--- src/fan_fan_pulse_input_pkg.sv ---
/*
 * Constants for the fan period measurement block: register indices,
 * field positions, reset values, timing counts and the channel state.
 * Assumes a 100 MHz APB clock; byte address is four times the index.
 */
package fan_fan_pulse_input_pkg;

    ////////////////////////////////////////////////////////////////////////
    // Timing
    localparam int unsigned CLK_HZ = 100_000_000;
    // On-chip measurement oscillator, 11.11 us per count
    localparam int unsigned OSC_HZ = 90_000;
    localparam int unsigned TICK_CYCLES = CLK_HZ / OSC_HZ;
    localparam int unsigned TICK_W = 11;
    localparam logic [TICK_W-1:0] TICK_LAST = TICK_W'(TICK_CYCLES - 1);

    ////////////////////////////////////////////////////////////////////////
    // Counter
    localparam int unsigned COUNT_W = 16;
    localparam logic [COUNT_W-1:0] COUNT_MAX = 16'hFFFF;
    localparam logic [COUNT_W-1:0] COUNT_ONE = 16'h0001;
    localparam int unsigned FAN_CHANNELS = 4;

    ////////////////////////////////////////////////////////////////////////
    // Bus
    localparam int unsigned PADDR_W = 12;
    localparam int unsigned IDX_W = 8;
    localparam logic [31:0] RD_ZERO = 32'h0000_0000;

    ////////////////////////////////////////////////////////////////////////
    // Register indices
    localparam logic [IDX_W-1:0] IDX_FAN1_COUNT_LOW = 8'h28;
    localparam logic [IDX_W-1:0] IDX_FAN1_COUNT_HIGH = 8'h29;
    localparam logic [IDX_W-1:0] IDX_FAN2_COUNT_LOW = 8'h2A;
    localparam logic [IDX_W-1:0] IDX_FAN2_COUNT_HIGH = 8'h2B;
    localparam logic [IDX_W-1:0] IDX_FAN3_COUNT_LOW = 8'h2C;
    localparam logic [IDX_W-1:0] IDX_FAN3_COUNT_HIGH = 8'h2D;
    localparam logic [IDX_W-1:0] IDX_FAN4_COUNT_LOW = 8'h2E;
    localparam logic [IDX_W-1:0] IDX_FAN4_COUNT_HIGH = 8'h2F;
    localparam logic [IDX_W-1:0] IDX_ACOUSTIC_ENHANCE_ONE = 8'h62;
    localparam logic [IDX_W-1:0] IDX_PULSES_PER_REV_SELECT = 8'h7B;
    localparam logic [IDX_W-1:0] IDX_DRIVE_MODE_CONFIG = 8'h80;

    ////////////////////////////////////////////////////////////////////////
    // Fields and reset values
    localparam int unsigned SYNC_BIT = 4;
    localparam int unsigned LOW_FREQ_BIT = 2;
    localparam int unsigned TWO_WIRE_LSB = 4;
    localparam logic [7:0] COUNT_RESET = 8'h00;
    localparam logic [7:0] ACOUSTIC_RESET = 8'h00;
    localparam logic [7:0] PPR_RESET = 8'h55;
    localparam logic [7:0] MODE_RESET = 8'h00;

    typedef enum logic {MEAS_WAIT, MEAS_COUNT} meas_state_e;

endpackage : fan_fan_pulse_input_pkg

--- src/fan_fan_pulse_input_period_measure.sv ---
/*
 * Fan period measurement: four channels, each gating a 90 kHz tick into
 * a saturating 16-bit counter over N tachometer periods, plus an APB
 * slave holding the readings and the steering registers.
 * Assumes tachometer and sensed-current inputs are asynchronous pins and
 * the drive levels come from the PWM logic on pclk.
 */
`timescale 1ns/1ps

////////////////////////////////////////////////////////////////////////////
// One measurement channel
module fan_period_channel
    import fan_fan_pulse_input_pkg::*;
(
    // Clock and reset
    input wire logic pclk,
    input wire logic presetn,
    // Measurement control
    input wire logic tick,
    input wire logic pulse_level,
    input wire logic edge_accept,
    input wire logic channel_enable,
    input wire logic [1:0] periods_code,
    // Result
    output logic [COUNT_W-1:0] result
);

    meas_state_e state_reg;
    logic pulse_prev_reg;
    logic [COUNT_W-1:0] count_reg;
    logic [1:0] periods_seen_reg;
    logic rise;
    logic done;

    assign rise = pulse_level && !pulse_prev_reg && edge_accept;
    assign done = rise && (periods_seen_reg == periods_code);

    // Idle level of a fan_pulse_input line is high; avoids a false edge after reset
    always_ff @(posedge pclk or negedge presetn) begin
        if (!presetn) begin
            pulse_prev_reg <= 1'b1;
        end else begin
            pulse_prev_reg <= pulse_level;
        end
    end

    always_ff @(posedge pclk or negedge presetn) begin
        if (!presetn) begin
            state_reg <= MEAS_WAIT;
            periods_seen_reg <= 2'b00;
        end else if (!channel_enable) begin
            state_reg <= MEAS_WAIT;
            periods_seen_reg <= 2'b00;
        end else begin
            case (state_reg)
                MEAS_WAIT: begin
                    periods_seen_reg <= 2'b00;
                    if (rise) begin
                        state_reg <= MEAS_COUNT;
                    end
                end
                MEAS_COUNT: begin
                    if (done || count_reg == COUNT_MAX) begin
                        state_reg <= MEAS_WAIT;
                    end else if (rise) begin
                        periods_seen_reg <= periods_seen_reg + 2'b01;
                    end
                end
                default: begin
                    state_reg <= MEAS_WAIT;
                end
            endcase
        end
    end

    always_ff @(posedge pclk or negedge presetn) begin
        if (!presetn) begin
            count_reg <= '0;
        end else if (state_reg != MEAS_COUNT) begin
            count_reg <= '0;
        end else if (tick && count_reg != COUNT_MAX) begin
            count_reg <= count_reg + COUNT_ONE;
        end
    end

    // Stalled fan publishes full scale and waits for the next edge
    always_ff @(posedge pclk or negedge presetn) begin
        if (!presetn) begin
            result <= {COUNT_RESET, COUNT_RESET};
        end else if (state_reg == MEAS_COUNT && channel_enable &&
                     (done || count_reg == COUNT_MAX)) begin
            result <= count_reg;
        end
    end

endmodule : fan_period_channel

////////////////////////////////////////////////////////////////////////////
// Top: pins, tick, channels and register file
module fan_fan_pulse_input_period_measure
    import fan_fan_pulse_input_pkg::*;
(
    // Clock and reset
    input wire logic pclk,
    input wire logic presetn,
    // APB slave
    input wire logic psel,
    input wire logic penable,
    input wire logic pwrite,
    input wire logic [PADDR_W-1:0] paddr,
    input wire logic [31:0] pwdata,
    output logic [31:0] prdata,
    output logic pready,
    output logic pslverr,
    // Fan pulse pins
    input wire logic fan_pulse_in_one,
    input wire logic fan_pulse_in_two,
    input wire logic fan_pulse_in_three,
    input wire logic fan_pulse_in_four,
    // Sensed current comparator outputs, one per fan
    input wire logic [FAN_CHANNELS-1:0] sensed_current_input,
    // Drive levels from the PWM logic, high while the fan is on
    input wire logic drive_out_one,
    input wire logic drive_out_two,
    input wire logic drive_out_three
);

    ////////////////////////////////////////////////////////////////////////
    // Input synchronisers
    logic [FAN_CHANNELS-1:0] pulse_meta_reg;
    logic [FAN_CHANNELS-1:0] pulse_sync_reg;
    logic [FAN_CHANNELS-1:0] sense_meta_reg;
    logic [FAN_CHANNELS-1:0] sense_sync_reg;

    always_ff @(posedge pclk or negedge presetn) begin
        if (!presetn) begin
            pulse_meta_reg <= '1;
            pulse_sync_reg <= '1;
            sense_meta_reg <= '0;
            sense_sync_reg <= '0;
        end else begin
            pulse_meta_reg <= {fan_pulse_in_four, fan_pulse_in_three,
                               fan_pulse_in_two, fan_pulse_in_one};
            pulse_sync_reg <= pulse_meta_reg;
            sense_meta_reg <= sensed_current_input;
            sense_sync_reg <= sense_meta_reg;
        end
    end

    ////////////////////////////////////////////////////////////////////////
    // Measurement tick
    logic [TICK_W-1:0] tick_count_reg;
    logic tick;

    assign tick = (tick_count_reg == TICK_LAST);

    always_ff @(posedge pclk or negedge presetn) begin
        if (!presetn) begin
            tick_count_reg <= '0;
        end else if (tick) begin
            tick_count_reg <= '0;
        end else begin
            tick_count_reg <= tick_count_reg + TICK_W'(1);
        end
    end

    ////////////////////////////////////////////////////////////////////////
    // Steering registers
    logic [7:0] acoustic_enhance_one_reg;
    logic [7:0] pulses_per_rev_select_reg;
    logic [7:0] drive_mode_config_reg;
    logic sync_to_three;
    logic low_freq_mode;
    logic [FAN_CHANNELS-1:0] two_wire_sel;

    assign sync_to_three = acoustic_enhance_one_reg[SYNC_BIT];
    assign low_freq_mode = drive_mode_config_reg[LOW_FREQ_BIT];
    assign two_wire_sel =
        drive_mode_config_reg[TWO_WIRE_LSB +: FAN_CHANNELS];

    ////////////////////////////////////////////////////////////////////////
    // Channel steering
    logic [FAN_CHANNELS-1:0] drive_on;
    logic [FAN_CHANNELS-1:0] pulse_level;
    logic [FAN_CHANNELS-1:0] edge_accept;
    logic [FAN_CHANNELS-1:0] channel_enable;
    logic [COUNT_W-1:0] result [FAN_CHANNELS];

    assign drive_on[0] = drive_out_one;
    assign drive_on[1] = sync_to_three ? drive_out_three : drive_out_two;
    assign drive_on[2] = drive_out_three;
    assign drive_on[3] = drive_out_three;

    genvar ch;
    generate
        for (ch = 0; ch < FAN_CHANNELS; ch++) begin : g_chan
            assign pulse_level[ch] = two_wire_sel[ch] ?
                sense_sync_reg[ch] : pulse_sync_reg[ch];
            assign edge_accept[ch] = !low_freq_mode || drive_on[ch];
            assign channel_enable[ch] = !two_wire_sel[ch] || low_freq_mode;

            fan_period_channel u_chan (
                .pclk(pclk),
                .presetn(presetn),
                .tick(tick),
                .pulse_level(pulse_level[ch]),
                .edge_accept(edge_accept[ch]),
                .channel_enable(channel_enable[ch]),
                .periods_code(pulses_per_rev_select_reg[2*ch +: 2]),
                .result(result[ch])
            );
        end
    endgenerate

    ////////////////////////////////////////////////////////////////////////
    // APB decode
    logic [IDX_W-1:0] idx;
    logic addr_ok;
    logic setup;
    logic access;
    logic is_count;
    logic [1:0] count_ch;
    logic count_high;

    assign idx = paddr[IDX_W+1:2];
    assign addr_ok = (paddr[1:0] == 2'b00) &&
                     (paddr[PADDR_W-1:IDX_W+2] == '0);
    assign setup = psel && !penable;
    assign access = psel && penable && pready;
    assign is_count = (idx >= IDX_FAN1_COUNT_LOW) &&
                      (idx <= IDX_FAN4_COUNT_HIGH);
    assign count_ch = idx[2:1];
    assign count_high = idx[0];

    ////////////////////////////////////////////////////////////////////////
    // High byte freeze
    logic [7:0] hold_high_reg [FAN_CHANNELS];
    logic [FAN_CHANNELS-1:0] frozen_reg;

    // low read freezes high byte; taken in setup with the data
    always_ff @(posedge pclk or negedge presetn) begin
        if (!presetn) begin
            frozen_reg <= '0;
            for (int i = 0; i < FAN_CHANNELS; i++) begin
                hold_high_reg[i] <= COUNT_RESET;
            end
        end else if (setup && !pwrite && addr_ok && is_count) begin
            if (!count_high) begin
                hold_high_reg[count_ch] <= result[count_ch][15:8];
                frozen_reg[count_ch] <= 1'b1;
            end else begin
                frozen_reg[count_ch] <= 1'b0;
            end
        end
    end

    ////////////////////////////////////////////////////////////////////////
    // Read mux
    logic [7:0] rd_byte;
    logic rd_hit;

    always_comb begin
        rd_byte = COUNT_RESET;
        rd_hit = addr_ok;
        if (is_count) begin
            if (!count_high) begin
                rd_byte = result[count_ch][7:0];
            end else if (frozen_reg[count_ch]) begin
                rd_byte = hold_high_reg[count_ch];
            end else begin
                rd_byte = result[count_ch][15:8];
            end
        end else begin
            case (idx)
                IDX_ACOUSTIC_ENHANCE_ONE: begin
                    rd_byte = acoustic_enhance_one_reg;
                end
                IDX_PULSES_PER_REV_SELECT: begin
                    rd_byte = pulses_per_rev_select_reg;
                end
                IDX_DRIVE_MODE_CONFIG: begin
                    rd_byte = drive_mode_config_reg;
                end
                default: begin
                    rd_hit = 1'b0;
                end
            endcase
        end
    end

    ////////////////////////////////////////////////////////////////////////
    // APB answer: one wait-free access phase, all outputs registered
    always_ff @(posedge pclk or negedge presetn) begin
        if (!presetn) begin
            pready <= 1'b0;
            pslverr <= 1'b0;
            prdata <= RD_ZERO;
        end else if (setup) begin
            pready <= 1'b1;
            pslverr <= !rd_hit;
            prdata <= (!pwrite && rd_hit) ? {24'h00_0000, rd_byte} : RD_ZERO;
        end else begin
            pready <= 1'b0;
            pslverr <= 1'b0;
            prdata <= RD_ZERO;
        end
    end

    ////////////////////////////////////////////////////////////////////////
    // Register writes; counts are read-only and writes to them are dropped
    always_ff @(posedge pclk or negedge presetn) begin
        if (!presetn) begin
            acoustic_enhance_one_reg <= ACOUSTIC_RESET;
            pulses_per_rev_select_reg <= PPR_RESET;
            drive_mode_config_reg <= MODE_RESET;
        end else if (access && pwrite && addr_ok) begin
            case (idx)
                IDX_ACOUSTIC_ENHANCE_ONE: begin
                    acoustic_enhance_one_reg <= pwdata[7:0];
                end
                IDX_PULSES_PER_REV_SELECT: begin
                    pulses_per_rev_select_reg <= pwdata[7:0];
                end
                IDX_DRIVE_MODE_CONFIG: begin
                    drive_mode_config_reg <= pwdata[7:0];
                end
                default: begin
                end
            endcase
        end
    end

endmodule : fan_fan_pulse_input_period_measure

--- config.mk ---
export PLATFORM = sky130hd
export DESIGN_NAME = fan_fan_pulse_input_period_measure
export DESIGN_NICKNAME = d
export VERILOG_FILES = /design/src/fan_fan_pulse_input_pkg.sv /design/src/fan_fan_pulse_input_period_measure.sv
export SDC_FILE = /design/constraint.sdc
export NUM_CORES = 1
export LEC_CHECK = 0
export ABC_AREA = 0
export BUFFER_PORTS_ARGS = -buffer_cell sky130_fd_sc_hd__clkbuf_2
export CAP_MARGIN = 20
export CELL_PAD_IN_SITES_DETAIL_PLACEMENT = 0
export CELL_PAD_IN_SITES_GLOBAL_PLACEMENT = 1
export CORE_ASPECT_RATIO = 0.8
export CORE_UTILIZATION = 40
export CTS_BUF_LIST = sky130_fd_sc_hd__clkbuf_8
export CTS_CLUSTER_SIZE = 12
export DETAILED_ROUTE_END_ITERATION = 10
export PLACE_DENSITY_LB_ADDON = 0.1
export SLEW_MARGIN = 10
export SYNTH_ARGS = -nofsm -noshare
export SYNTH_HDL_FRONTEND = slang
export SYNTH_SLANG_ARGS = --single-unit
--- constraint.sdc ---
create_clock -name pclk -period 4.8 [get_ports pclk]
set_input_delay 0.96 -clock pclk [delete_from_list [all_inputs] [get_ports pclk]]
set_output_delay 0.96 -clock pclk [all_outputs]
set_load 0.02 [all_outputs]
Word-level counts from Yosys, hierarchy flattened
Cells that the tools add are included.

Bitwise operators: 9. Multiply operators: 0. Div/mod/pow operators: 0. Equal/unequal tests: 28. Add/sub/neg operators: 9. Multiplexer cells: 70. Reductions and logical operators: 71. Magnitude comparators: 6. Shift-type cells: 0.

Operator list (number): two-way mux 16 bit (10); adder 16 x 1 -> 16 bit (second input constant) (4); equality test 16 bit (second input constant) (4); two-way mux 8 bit (8); inequality test 16 bit (second input constant) (4); logical AND 1 bit (37); binary-select mux 16 bit (select 2 bit) (1); bitwise mux 32 bit (1); two-way mux 2 bit (12); inequality test 3 bit (second input constant) (8); case mux 8 bit (3 select lines) (1); two-way mux 1 bit (23); binary-select mux 8 bit (select 2 bit) (1); demux 8 bit (select 2 bit) (1); equality test 8 x 7 -> 1 bit (second input constant) (2); case mux 2 bit (2 select lines) (4); AND reduction 2 bit (8); logical NOT 1 bit (12); adder 11 x 1 -> 11 bit (second input constant) (1); equality test 11 bit (second input constant) (1); logical OR 1 bit (11); two-way mux 11 bit (1); adder 2 x 1 -> 2 bit (second input constant) (4); equality test 2 bit (4); other kinds (19) (30).

Logic and storage cells: 229. Register bits after elaboration: 265. Memories: 0. Bits in latches: 0. Memory bits (read-only): 0. Output and inout port bits: 34. Input port bits: 60. Memory bits (writable): 0.

Depth between registers and ports, before layout
Gate-level depths: netlist of the first run.

Depth after elaboration: 9. Depth in mapped cells: 9.

Cells and area by module
A second synthesis of the first run with hierarchy kept.

Cells, all modules: 942. Area, all modules: 11703.7 µm².

Modules (own cells, without submodules): fan_period_channel at g_chan[0].u_chan ... (area an instance 1720.4 µm², cells each 148, instances 3, seq. area each 902.1 µm²); fan_fan_pulse_input_period_measure (area an instance 4858.4 µm², cells each 354, instances 1, seq. area each 2442.3 µm²); fan_period_channel at g_chan[3].u_chan (area an instance 1684.1 µm², cells each 144, instances 1, seq. area each 902.1 µm²).

Worst setup path after synthesis of the first run
No wires, ideal clock.

Path type: input to register. Start: input paddr[1]. End: register hold_high_reg[10] (netlist bit). Required time: 4.675 ns. Arrival time: 2.749 ns. Library setup time: 0.125 ns. Path buffers: 0. Stages: 5. Slack: 1.927 ns. Cell sequence: or4_1 -> nor3b_1 -> nand3b_1 -> nor3_4 -> mux2_2.

Cells in the longest elaborated chain, start to end: 5.

Ends and longest elaborated chain: start, declared (RTL line fan_fan_pulse_input_period_measure.sv:110) `input wire logic [PADDR_W-1:0] paddr,`; logical NOT 2 bit (RTL line fan_fan_pulse_input_period_measure.sv:226) `assign addr_ok = (paddr[1:0] == 2'b00) &&`; logical AND 1 bit (RTL line fan_fan_pulse_input_period_measure.sv:226); logical AND 1 bit (2 in a row) (RTL line fan_fan_pulse_input_period_measure.sv:247) `end else if (setup && !pwrite && addr_ok && is_count) begin`; AND reduction 2 bit (no line); end signal, assigned by index (RTL line fan_fan_pulse_input_period_measure.sv:249) `hold_high_reg[count_ch] <= result[count_ch][15:8];`; end, declared (RTL line fan_fan_pulse_input_period_measure.sv:237) `logic [7:0] hold_high_reg [FAN_CHANNELS];`.

No other way between the ends. A chain may end at the register's enable or synchronous reset.

Final worst setup path of the first run
Start: register tick_count_reg[0]. End: register g_chan[3].u_chan.count_reg[4].

Cells in the longest elaborated chain, start to end: 3.

Ends and longest elaborated chain: start, declared (RTL line fan_fan_pulse_input_period_measure.sv:152) `logic [TICK_W-1:0] tick_count_reg;`; start signal, assigned (RTL line fan_fan_pulse_input_period_measure.sv:163) `tick_count_reg <= tick_count_reg + TICK_W'(1);`; equality test 11 bit (RTL line fan_fan_pulse_input_period_measure.sv:155) `assign tick = (tick_count_reg == TICK_LAST);`; logical AND 1 bit (RTL line fan_fan_pulse_input_period_measure.sv:81) `end else if (tick && count_reg != COUNT_MAX) begin`; inequality test 2 bit (no line); end signal, assigned (RTL line fan_fan_pulse_input_period_measure.sv:82) `count_reg <= count_reg + COUNT_ONE;`; end, declared (RTL line fan_fan_pulse_input_period_measure.sv:30) `logic [COUNT_W-1:0] count_reg;`.

No other way between the ends.

==> results of run 1 <==
-- final timing paths --
path | slack, ps | to | start
hold / removal | 350 | sense_sync_reg[1]$_DFF_PN0_ | sense_meta_reg[1]$_DFF_PN0_
setup / recovery | 1910 | g_chan[3].u_chan.count_reg[4]$_DFFE_PN0P_ | tick_count_reg[0]$_DFF_PN0_
min in group asynchronous | 390 | g_chan[0].u_chan.count_reg[5]$_DFFE_PN0P_ | presetn
hold reg to reg | 350 | sense_sync_reg[1]$_DFF_PN0_ | sense_meta_reg[1]$_DFF_PN0_
setup reg to reg | 1910 | g_chan[3].u_chan.count_reg[4]$_DFFE_PN0P_ | tick_count_reg[0]$_DFF_PN0_
max in group asynchronous | 3410 | pulses_per_rev_select_reg[6]$_DFFE_PN1P_ | presetn
-- per-layer routing --
metal	up-vias	share of wire	routed length (um)
met5	-	0	0
met4	0	0.014	380
met3	35	0.046	1270
met2	157	0.43	11800
met1	3757	0.51	14000
li1	3518	-	-
-- cell families (layout without fill, tap and decap cells) --
logic type | count (synthesis) | in the layout
compound gates | 104 | 104
xor+xnor | 59 | 59
fa+ha+maj | 6 | 6
buf+inv | 79 | 154
flops | 241 | 241
mux | 177 | 177
other cells | 1 | 24
simple gates | 274 | 274
-- area by class of cell --
class	instances	area, um2
Sequential cell	241	6050
Fill cell	2640	15500
Timing Repair Buffer	63	380
Tap cell	370	463
Inverter	17	63.8
Clock buffer	49	674
Multi-Input combinational cell	644	5220
Clock inverter	25	113
-- power by group --
part | leakage, nW | total [mW] | internal, mW | switching (mW)
combinational | 2.34 | 0.195 | 0.0603 | 0.135
sequential | 3.27 | 2.08 | 2.05 | 0.0258
clock | 0.467 | 1.77 | 0.929 | 0.839
-- cell usage in the layout, fill, tap and decap left out, drive strengths merged, types with 18 or more instances in the layout --
cell	instances
and2	32
buf	18
clkbuf	94
conb	24
dfrtp	225
inv	34
mux2	123
mux2i	29
mux4	25
nand2	55
nand3	30
nor2	46
nor3	22
o21ai	21
xnor2	32
xor2	27
-- synthesized netlist by cell type, drive strengths merged (3+ instances only) --
master	n	area, um2
dfstp	16	420
a41o	3	30.0
and3	10	62.6
o21a	6	45.0
a211oi	14	123
a221oi	8	70.1
nor2b	8	50.1
a22o	8	70.1
buf	40	282
mux4	25	563
and4	9	78.8
dfrtp	225	5630
mux2i	29	290
nand3	30	150
ha	6	75.1
nor2	46	178
or3	7	43.8
a21oi	9	52.6
nor4b	4	47.6
o21ai	21	105
nand2	55	206
and2	32	200
clkbuf	22	82.6
o31ai	4	30.0
nand4	16	100
nand2b	16	100
mux2	123	1390
o2111ai	5	43.8
a31oi	5	31.3
nor4	7	50.1
o211ai	8	60.1
nor3b	3	22.5
nor3	22	149
xnor2	32	280
xor2	27	236
inv	16	60.1
-- per-stage QoR --
| step | hold WS [ps] | util | worst slack (ps) | instance area (um2) | power [mW] |
|---|---|---|---|---|---|
| after detailed placement | 335 | 0.428 | 1420 | 12200 | 2.31 |
| final | 346 | 0.456 | 1910 | 13000 | 4.04 |
| after CTS | 343 | 0.456 | 1680 | 13000 | 4.12 |
| after global routing | 357 | 0.456 | 1700 | 13000 | 4.25 |
| after global placement | 334 | 0.428 | 1450 | 12200 | 2.31 |
| after floorplan | 331 | - | 1930 | 11700 | 2.23 |
==> metrics.md, run 1 <==
| Metric | Value |
|---|---|
| Status | finished, violations left |
| Failing checks | DRC |
| Initial antenna violation count | 1 |
| Syn Inst Count | 941 |
| Hold-fix buffers, CTS | 0 |
| P per Cell Area | slightly above 300 nW/um2 |
| Compound-Gate Fraction of Synth Area | 0.0669 |
| H-tree levels | 2 |
| Worst EP required | around 5300 ps |
| Period utilization | 0.602 |
| Antenna-violating nets left | 0 |
| Post-synthesis xor/xnor area fraction | 0.0445 |
| Num rows | 55 |
| Normalized max-slew margin | 0.360 |
| Total CTS buffers | 42 |
| Post_cts resized | 0 |
| Met1 Use GR | 0.305 |
| Port buffer count | 45 |
| CTS tree | yes |
| Fin. Hold Viols | 0 |
| Peak VDD IR | 0.173 mV |
| Finished Layout Cells | 1409 |
| Final wirelength | 27.4 mm |
| Crit path cell chain | inv_1 > ha_1 > or4b_4 > or3_1 > buf_4 > a21oi_2 > and4_1 > mux2i_1 |
| Min Clock Period, post-route | 2890 ps |
| Layout area overhead | 11.7% |
| Fmax | roughly 0.35 GHz |
| Setup bufs post-CTS | 0 |
| Initial DRC Count | 422 |
| Final Max Slew Viols | 0 |
| Vias in the first global route | 7331 |
| Dpl cells | approximately 1300 |
| GR Layer Usage met3 | 0.0359 |
| Detailed-route via count | about 7500 |
| Mux share of post-synthesis cell area | 0.193 |
| Syn Area/Cell | 12.3 um2 |
| First-pass GRT wire length | 44.0 mm |
| Core ar. | ~28000 um2 |
| Drt pass-1 iters | 9 |
| CP max FO | 18 |
| Post-synth cell types | 67 |
| GP Congestion | 0.769 |
| Overall routing resource usage | 0.194 |
| Synth Area in Simple Gates | 0.131 |
| CP Capture Type | register |
| Worst setup SP type | register |
| Initial Util | 0.408 |
| Ys async rst share | 1.00 |
| Crit path depth | 8 |
| Slew @ Worst Pin | 959 ps |
| DP Wirelength | 19.4 mm |
| Slowest stage cell on the critical path | or3_1 |
| RSZ-0062 raised after global routing | false |
| Top Family by Delay on Critical Path | simple AND/OR/NAND/NOR gates |
| Crit Path Class | register to register |
| Worst r2r path cells | 8 |
| Final Net Count | 1075 |
| IO Pins | 94 |
| Clk slew on worst S/H paths | 60 ps |
| Largest family of logic cells by synthesized area | multiplexers |
| # DRC | 24 |
| YS warnings | 0 |
| TNS Setup | 0 ps |
| Arrival time at the worst endpoint | 3360 ps |
| Gr busiest metal | met1 |
| Clock root cell | clkbuf_8 |
| Vias per cell | about 5.3 |
| Hold depth | 0 |
| Total gr overflow | 0 |
| Die Y | between 150 and 200 um |
| CTS Sinks | 241 |
| Worst hold path type | register to register |
| Seq/Total Area, Yosys | 0.521 |
| Clk Latency, worst-skew pair | 560 ps |
| Routed WL per cell | 19.5 um |
| Synthesized area | 11600 um2 |
| Die ar. | slightly below 30000 um2 |
| CP peak stage delay | 540 ps |
| WP buf/inv | 2 |
| Chip width | 192 um |
| Static Leak | 6.08 nW |
| MaxCap Viol Count | 0 |
| Layout cells sized above 1 | 0.293 |
| Most used DFF post-synth | dfrtp_1 |
| #FFs+latches synth | ~240 |
| Pin count of the biggest net entering global routing | 89 |
| Skew final | about 18 ps |
| Inserted Diodes | 0 |
| Number of synthesized flops with an enable pin | 0 |
| M2 GR Usage | 0.272 |
| Post-Synth Adder-Cell Area | 0.00647 |
| Final Setup Violations | 0 |
| Max Buffers Root-to-Sink | 3 |
Note: power is estimated with default switching activity, not from simulation.
==> run 2, diff against run 1 <==
==> constraint.sdc (replaced) <==
create_clock -name pclk -period 2.85 [get_ports pclk]
set_input_delay 0.57 -clock pclk [delete_from_list [all_inputs] [get_ports pclk]]
set_output_delay 0.57 -clock pclk [all_outputs]
set_load 0.02 [all_outputs]
==> metrics.md, run 2 (synthesis gave the netlist of run 1 again) <==
| Metric | Value |
|---|---|
| Status | finished, violations left |
| Failing checks | DRC |
| Fmax | 0.394 GHz |
| Worst R2R Start | tick_count_reg[0]$_DFF_PN0_ |
| Dpl cells | between 1000 and 1500 |
| Clock root cell | clkbuf_8 |
| CTS Sinks | 241 |
| Layout area overhead | 14.5% |
| MaxCap Viol Count | 0 |
| Hold depth | 1 |
| Chip width | around 190 um |
| CTS tree | yes |
| Layout cells sized above 1 | 0.309 |
| WP buf/inv | 2 |
| Port buffer count | 45 |
| Max Buffers Root-to-Sink | 3 |
| Num rows | 55 |
| Die Y | 154 um |
| WL met1 | about 15 mm |
| IO Pins | between 90 and 100 |
| Vias in the first global route | 7487 |
| First-pass GRT wire length | 44.1 mm |
| Start point of the worst hold path | fan_pulse_in_four |
| Antenna-violating nets left | 0 |
| Total CTS buffers | 42 |
| Drt pass-1 iters | 8 |
| Overall routing resource usage | 0.196 |
| Met3 wire len | between 1 and 1.5 mm |
| Peak VDD IR | 0.367 mV |
| Crit path depth | 8 |
| GP Congestion | a little under 0.8 |
| Pin count of the biggest net entering global routing | 64 |
| Initial antenna violation count | 1 |
| Arrival time at the worst endpoint | slightly below 3000 ps |
| Slowest stage cell on the critical path | or4b_4 |
| Worst hold path type | primary input to register |
| Min Clock Period, post-route | around 2500 ps |
| Die ar. | 29700 um2 |
| R2r setup slk | 310 ps |
| Clk Latency, worst-skew pair | 560 ps |
| Fin. Hold Viols | 0 |
| Top sig layer | met4 |
| Crit path cell chain | inv_1 > ha_1 > or4b_4 > or3_1 > buf_4 > nor3_1 > nand3_1 > mux2i_1 |
| Top Family by Delay on Critical Path | simple AND/OR/NAND/NOR gates |
| Normalized max-slew margin | 0.563 |
| Slew @ Worst Pin | 650 ps |
| Finished Layout Cells | roughly 1400 |
| Worst EP required | 3290 ps |
| Initial DRC Count | 474 |
| Final Setup Violations | 0 |
| Worst setup SP type | register |
| Most common cell after layout, fill and taps aside | dfrtp_1 |
| Core ar. | 28400 um2 |
| Final Net Count | 1094 |
| CP max FO | 18 |
| DP Wirelength | 19.9 mm |
| Most frequent cells in the layout | 225 x dfrtp_1, 123 x mux2_2, 55 x nand2_1, 51 x clkbuf_8 |
| Final Max Slew Viols | 0 |
| Met2 WL post-DR | 11.8 mm |
| Initial Util | 0.408 |
| H-tree levels | 2 |
| R2r endpoint | g_chan[3].u_chan.count_reg[13]$_DFFE_PN0P_ |
| Routed WL per cell | 19.5 um |
| Detailed-route via count | 7491 |
| Static Leak | 6.26 nW |
| Final wirelength | 27.9 mm |
| Total gr overflow | 0 |
| Skew final | 17.7 ps |
| Inserted Diodes | 0 |
| CP Capture Type | register |
| P per Cell Area | 549 nW/um2 |
| Vias per cell | 5.23 |
| CP peak stage delay | ~500 ps |
| TNS Setup | 0 ps |
| Period utilization | 0.891 |
| # DRC | 24 |
| RSZ-0062 raised after global routing | false |
| Worst r2r path cells | 8 |
| Clk slew on worst S/H paths | 60 ps |
| Hold Path Sink | pulse_meta_reg[3]$_DFF_PN1_ |
| Setup bufs post-CTS | 0 |
| Crit Path Class | register to register |
## run 2: timing repair
item / 4_1_cts / 5_1_grt
endpoints found under the hold margin: 49 / 0
resized for setup: 0 / 0
hold buffers: 1 / 0
## run 2: routing by layer
layer | track usage | vias up
met4 | 0.0491 | 0
met2 | 0.276 | 140
met5 | 0 | -
met1 | 0.305 | 3763
met3 | 0.0368 | 30
li1 | - | 3558
## run 2: metrics by stage
stage / hold WS (ps) / util / instance area [um2] / worst slack, ps / power, mW
floorplan: 274 / - / 11700 / 367 / 3.76
global placement: 333 / 0.435 / 12400 / 83.4 / 3.92
finish: 90.0 / 0.468 / 13300 / 311 / 7.30
global route: 51.1 / 0.468 / 13300 / 181 / 7.65
detailed placement: 336 / 0.435 / 12400 / 58.5 / 3.92
CTS: 37.5 / 0.468 / 13300 / 320 / 7.44
## run 2: final cells by class
type | count | area [um2]
Fill cell | 2621 | 15100
Clock buffer | 51 | 702
Multi-Input combinational cell | 644 | 5220
Tap cell | 370 | 463
Sequential cell | 241 | 6050
Inverter | 17 | 63.8
Clock inverter | 27 | 216
Timing Repair Buffer | 82 | 578
## run 2: report_power, final
group / total (mW) / leakage [nW] / internal [mW] / switching [mW]
Combinational: 0.386 / 2.46 / 0.120 / 0.266
Clock: 3.45 / 0.534 / 1.99 / 1.46
Sequential: 3.46 / 3.27 / 3.45 / 0.0108
Total: 7.30 / 6.26 / 5.56 / 1.74
## run 2: worst register-to-register path: cells and delay by family (launching register included)
kind | cells | cell delay, ps
adders and majority gates | 1 | 160
buffers and inverters | 2 | 300
DFF | 1 | 410
muxes | 1 | 140
and+or+nand+nor | 4 | 1440
## run 2: worst max path at each step
stage	startpoint	endpoint	slack, ps
6_report	tick_count_reg[0]$_DFF_PN0_	g_chan[3].u_chan.count_reg[13]$_DFFE_PN0P_	310
5_1_grt	tick_count_reg[0]$_DFF_PN0_	g_chan[3].u_chan.count_reg[13]$_DFFE_PN0P_	180
4_1_cts	tick_count_reg[0]$_DFF_PN0_	g_chan[3].u_chan.count_reg[13]$_DFFE_PN0P_	320
3_5_place_dp	paddr[1]	hold_high_reg[7]$_DFFE_PN0P_	60
3_3_place_gp	paddr[1]	hold_high_reg[5]$_DFFE_PN0P_	80
2_1_floorplan	paddr[1]	hold_high_reg[10]$_DFFE_PN0P_	370
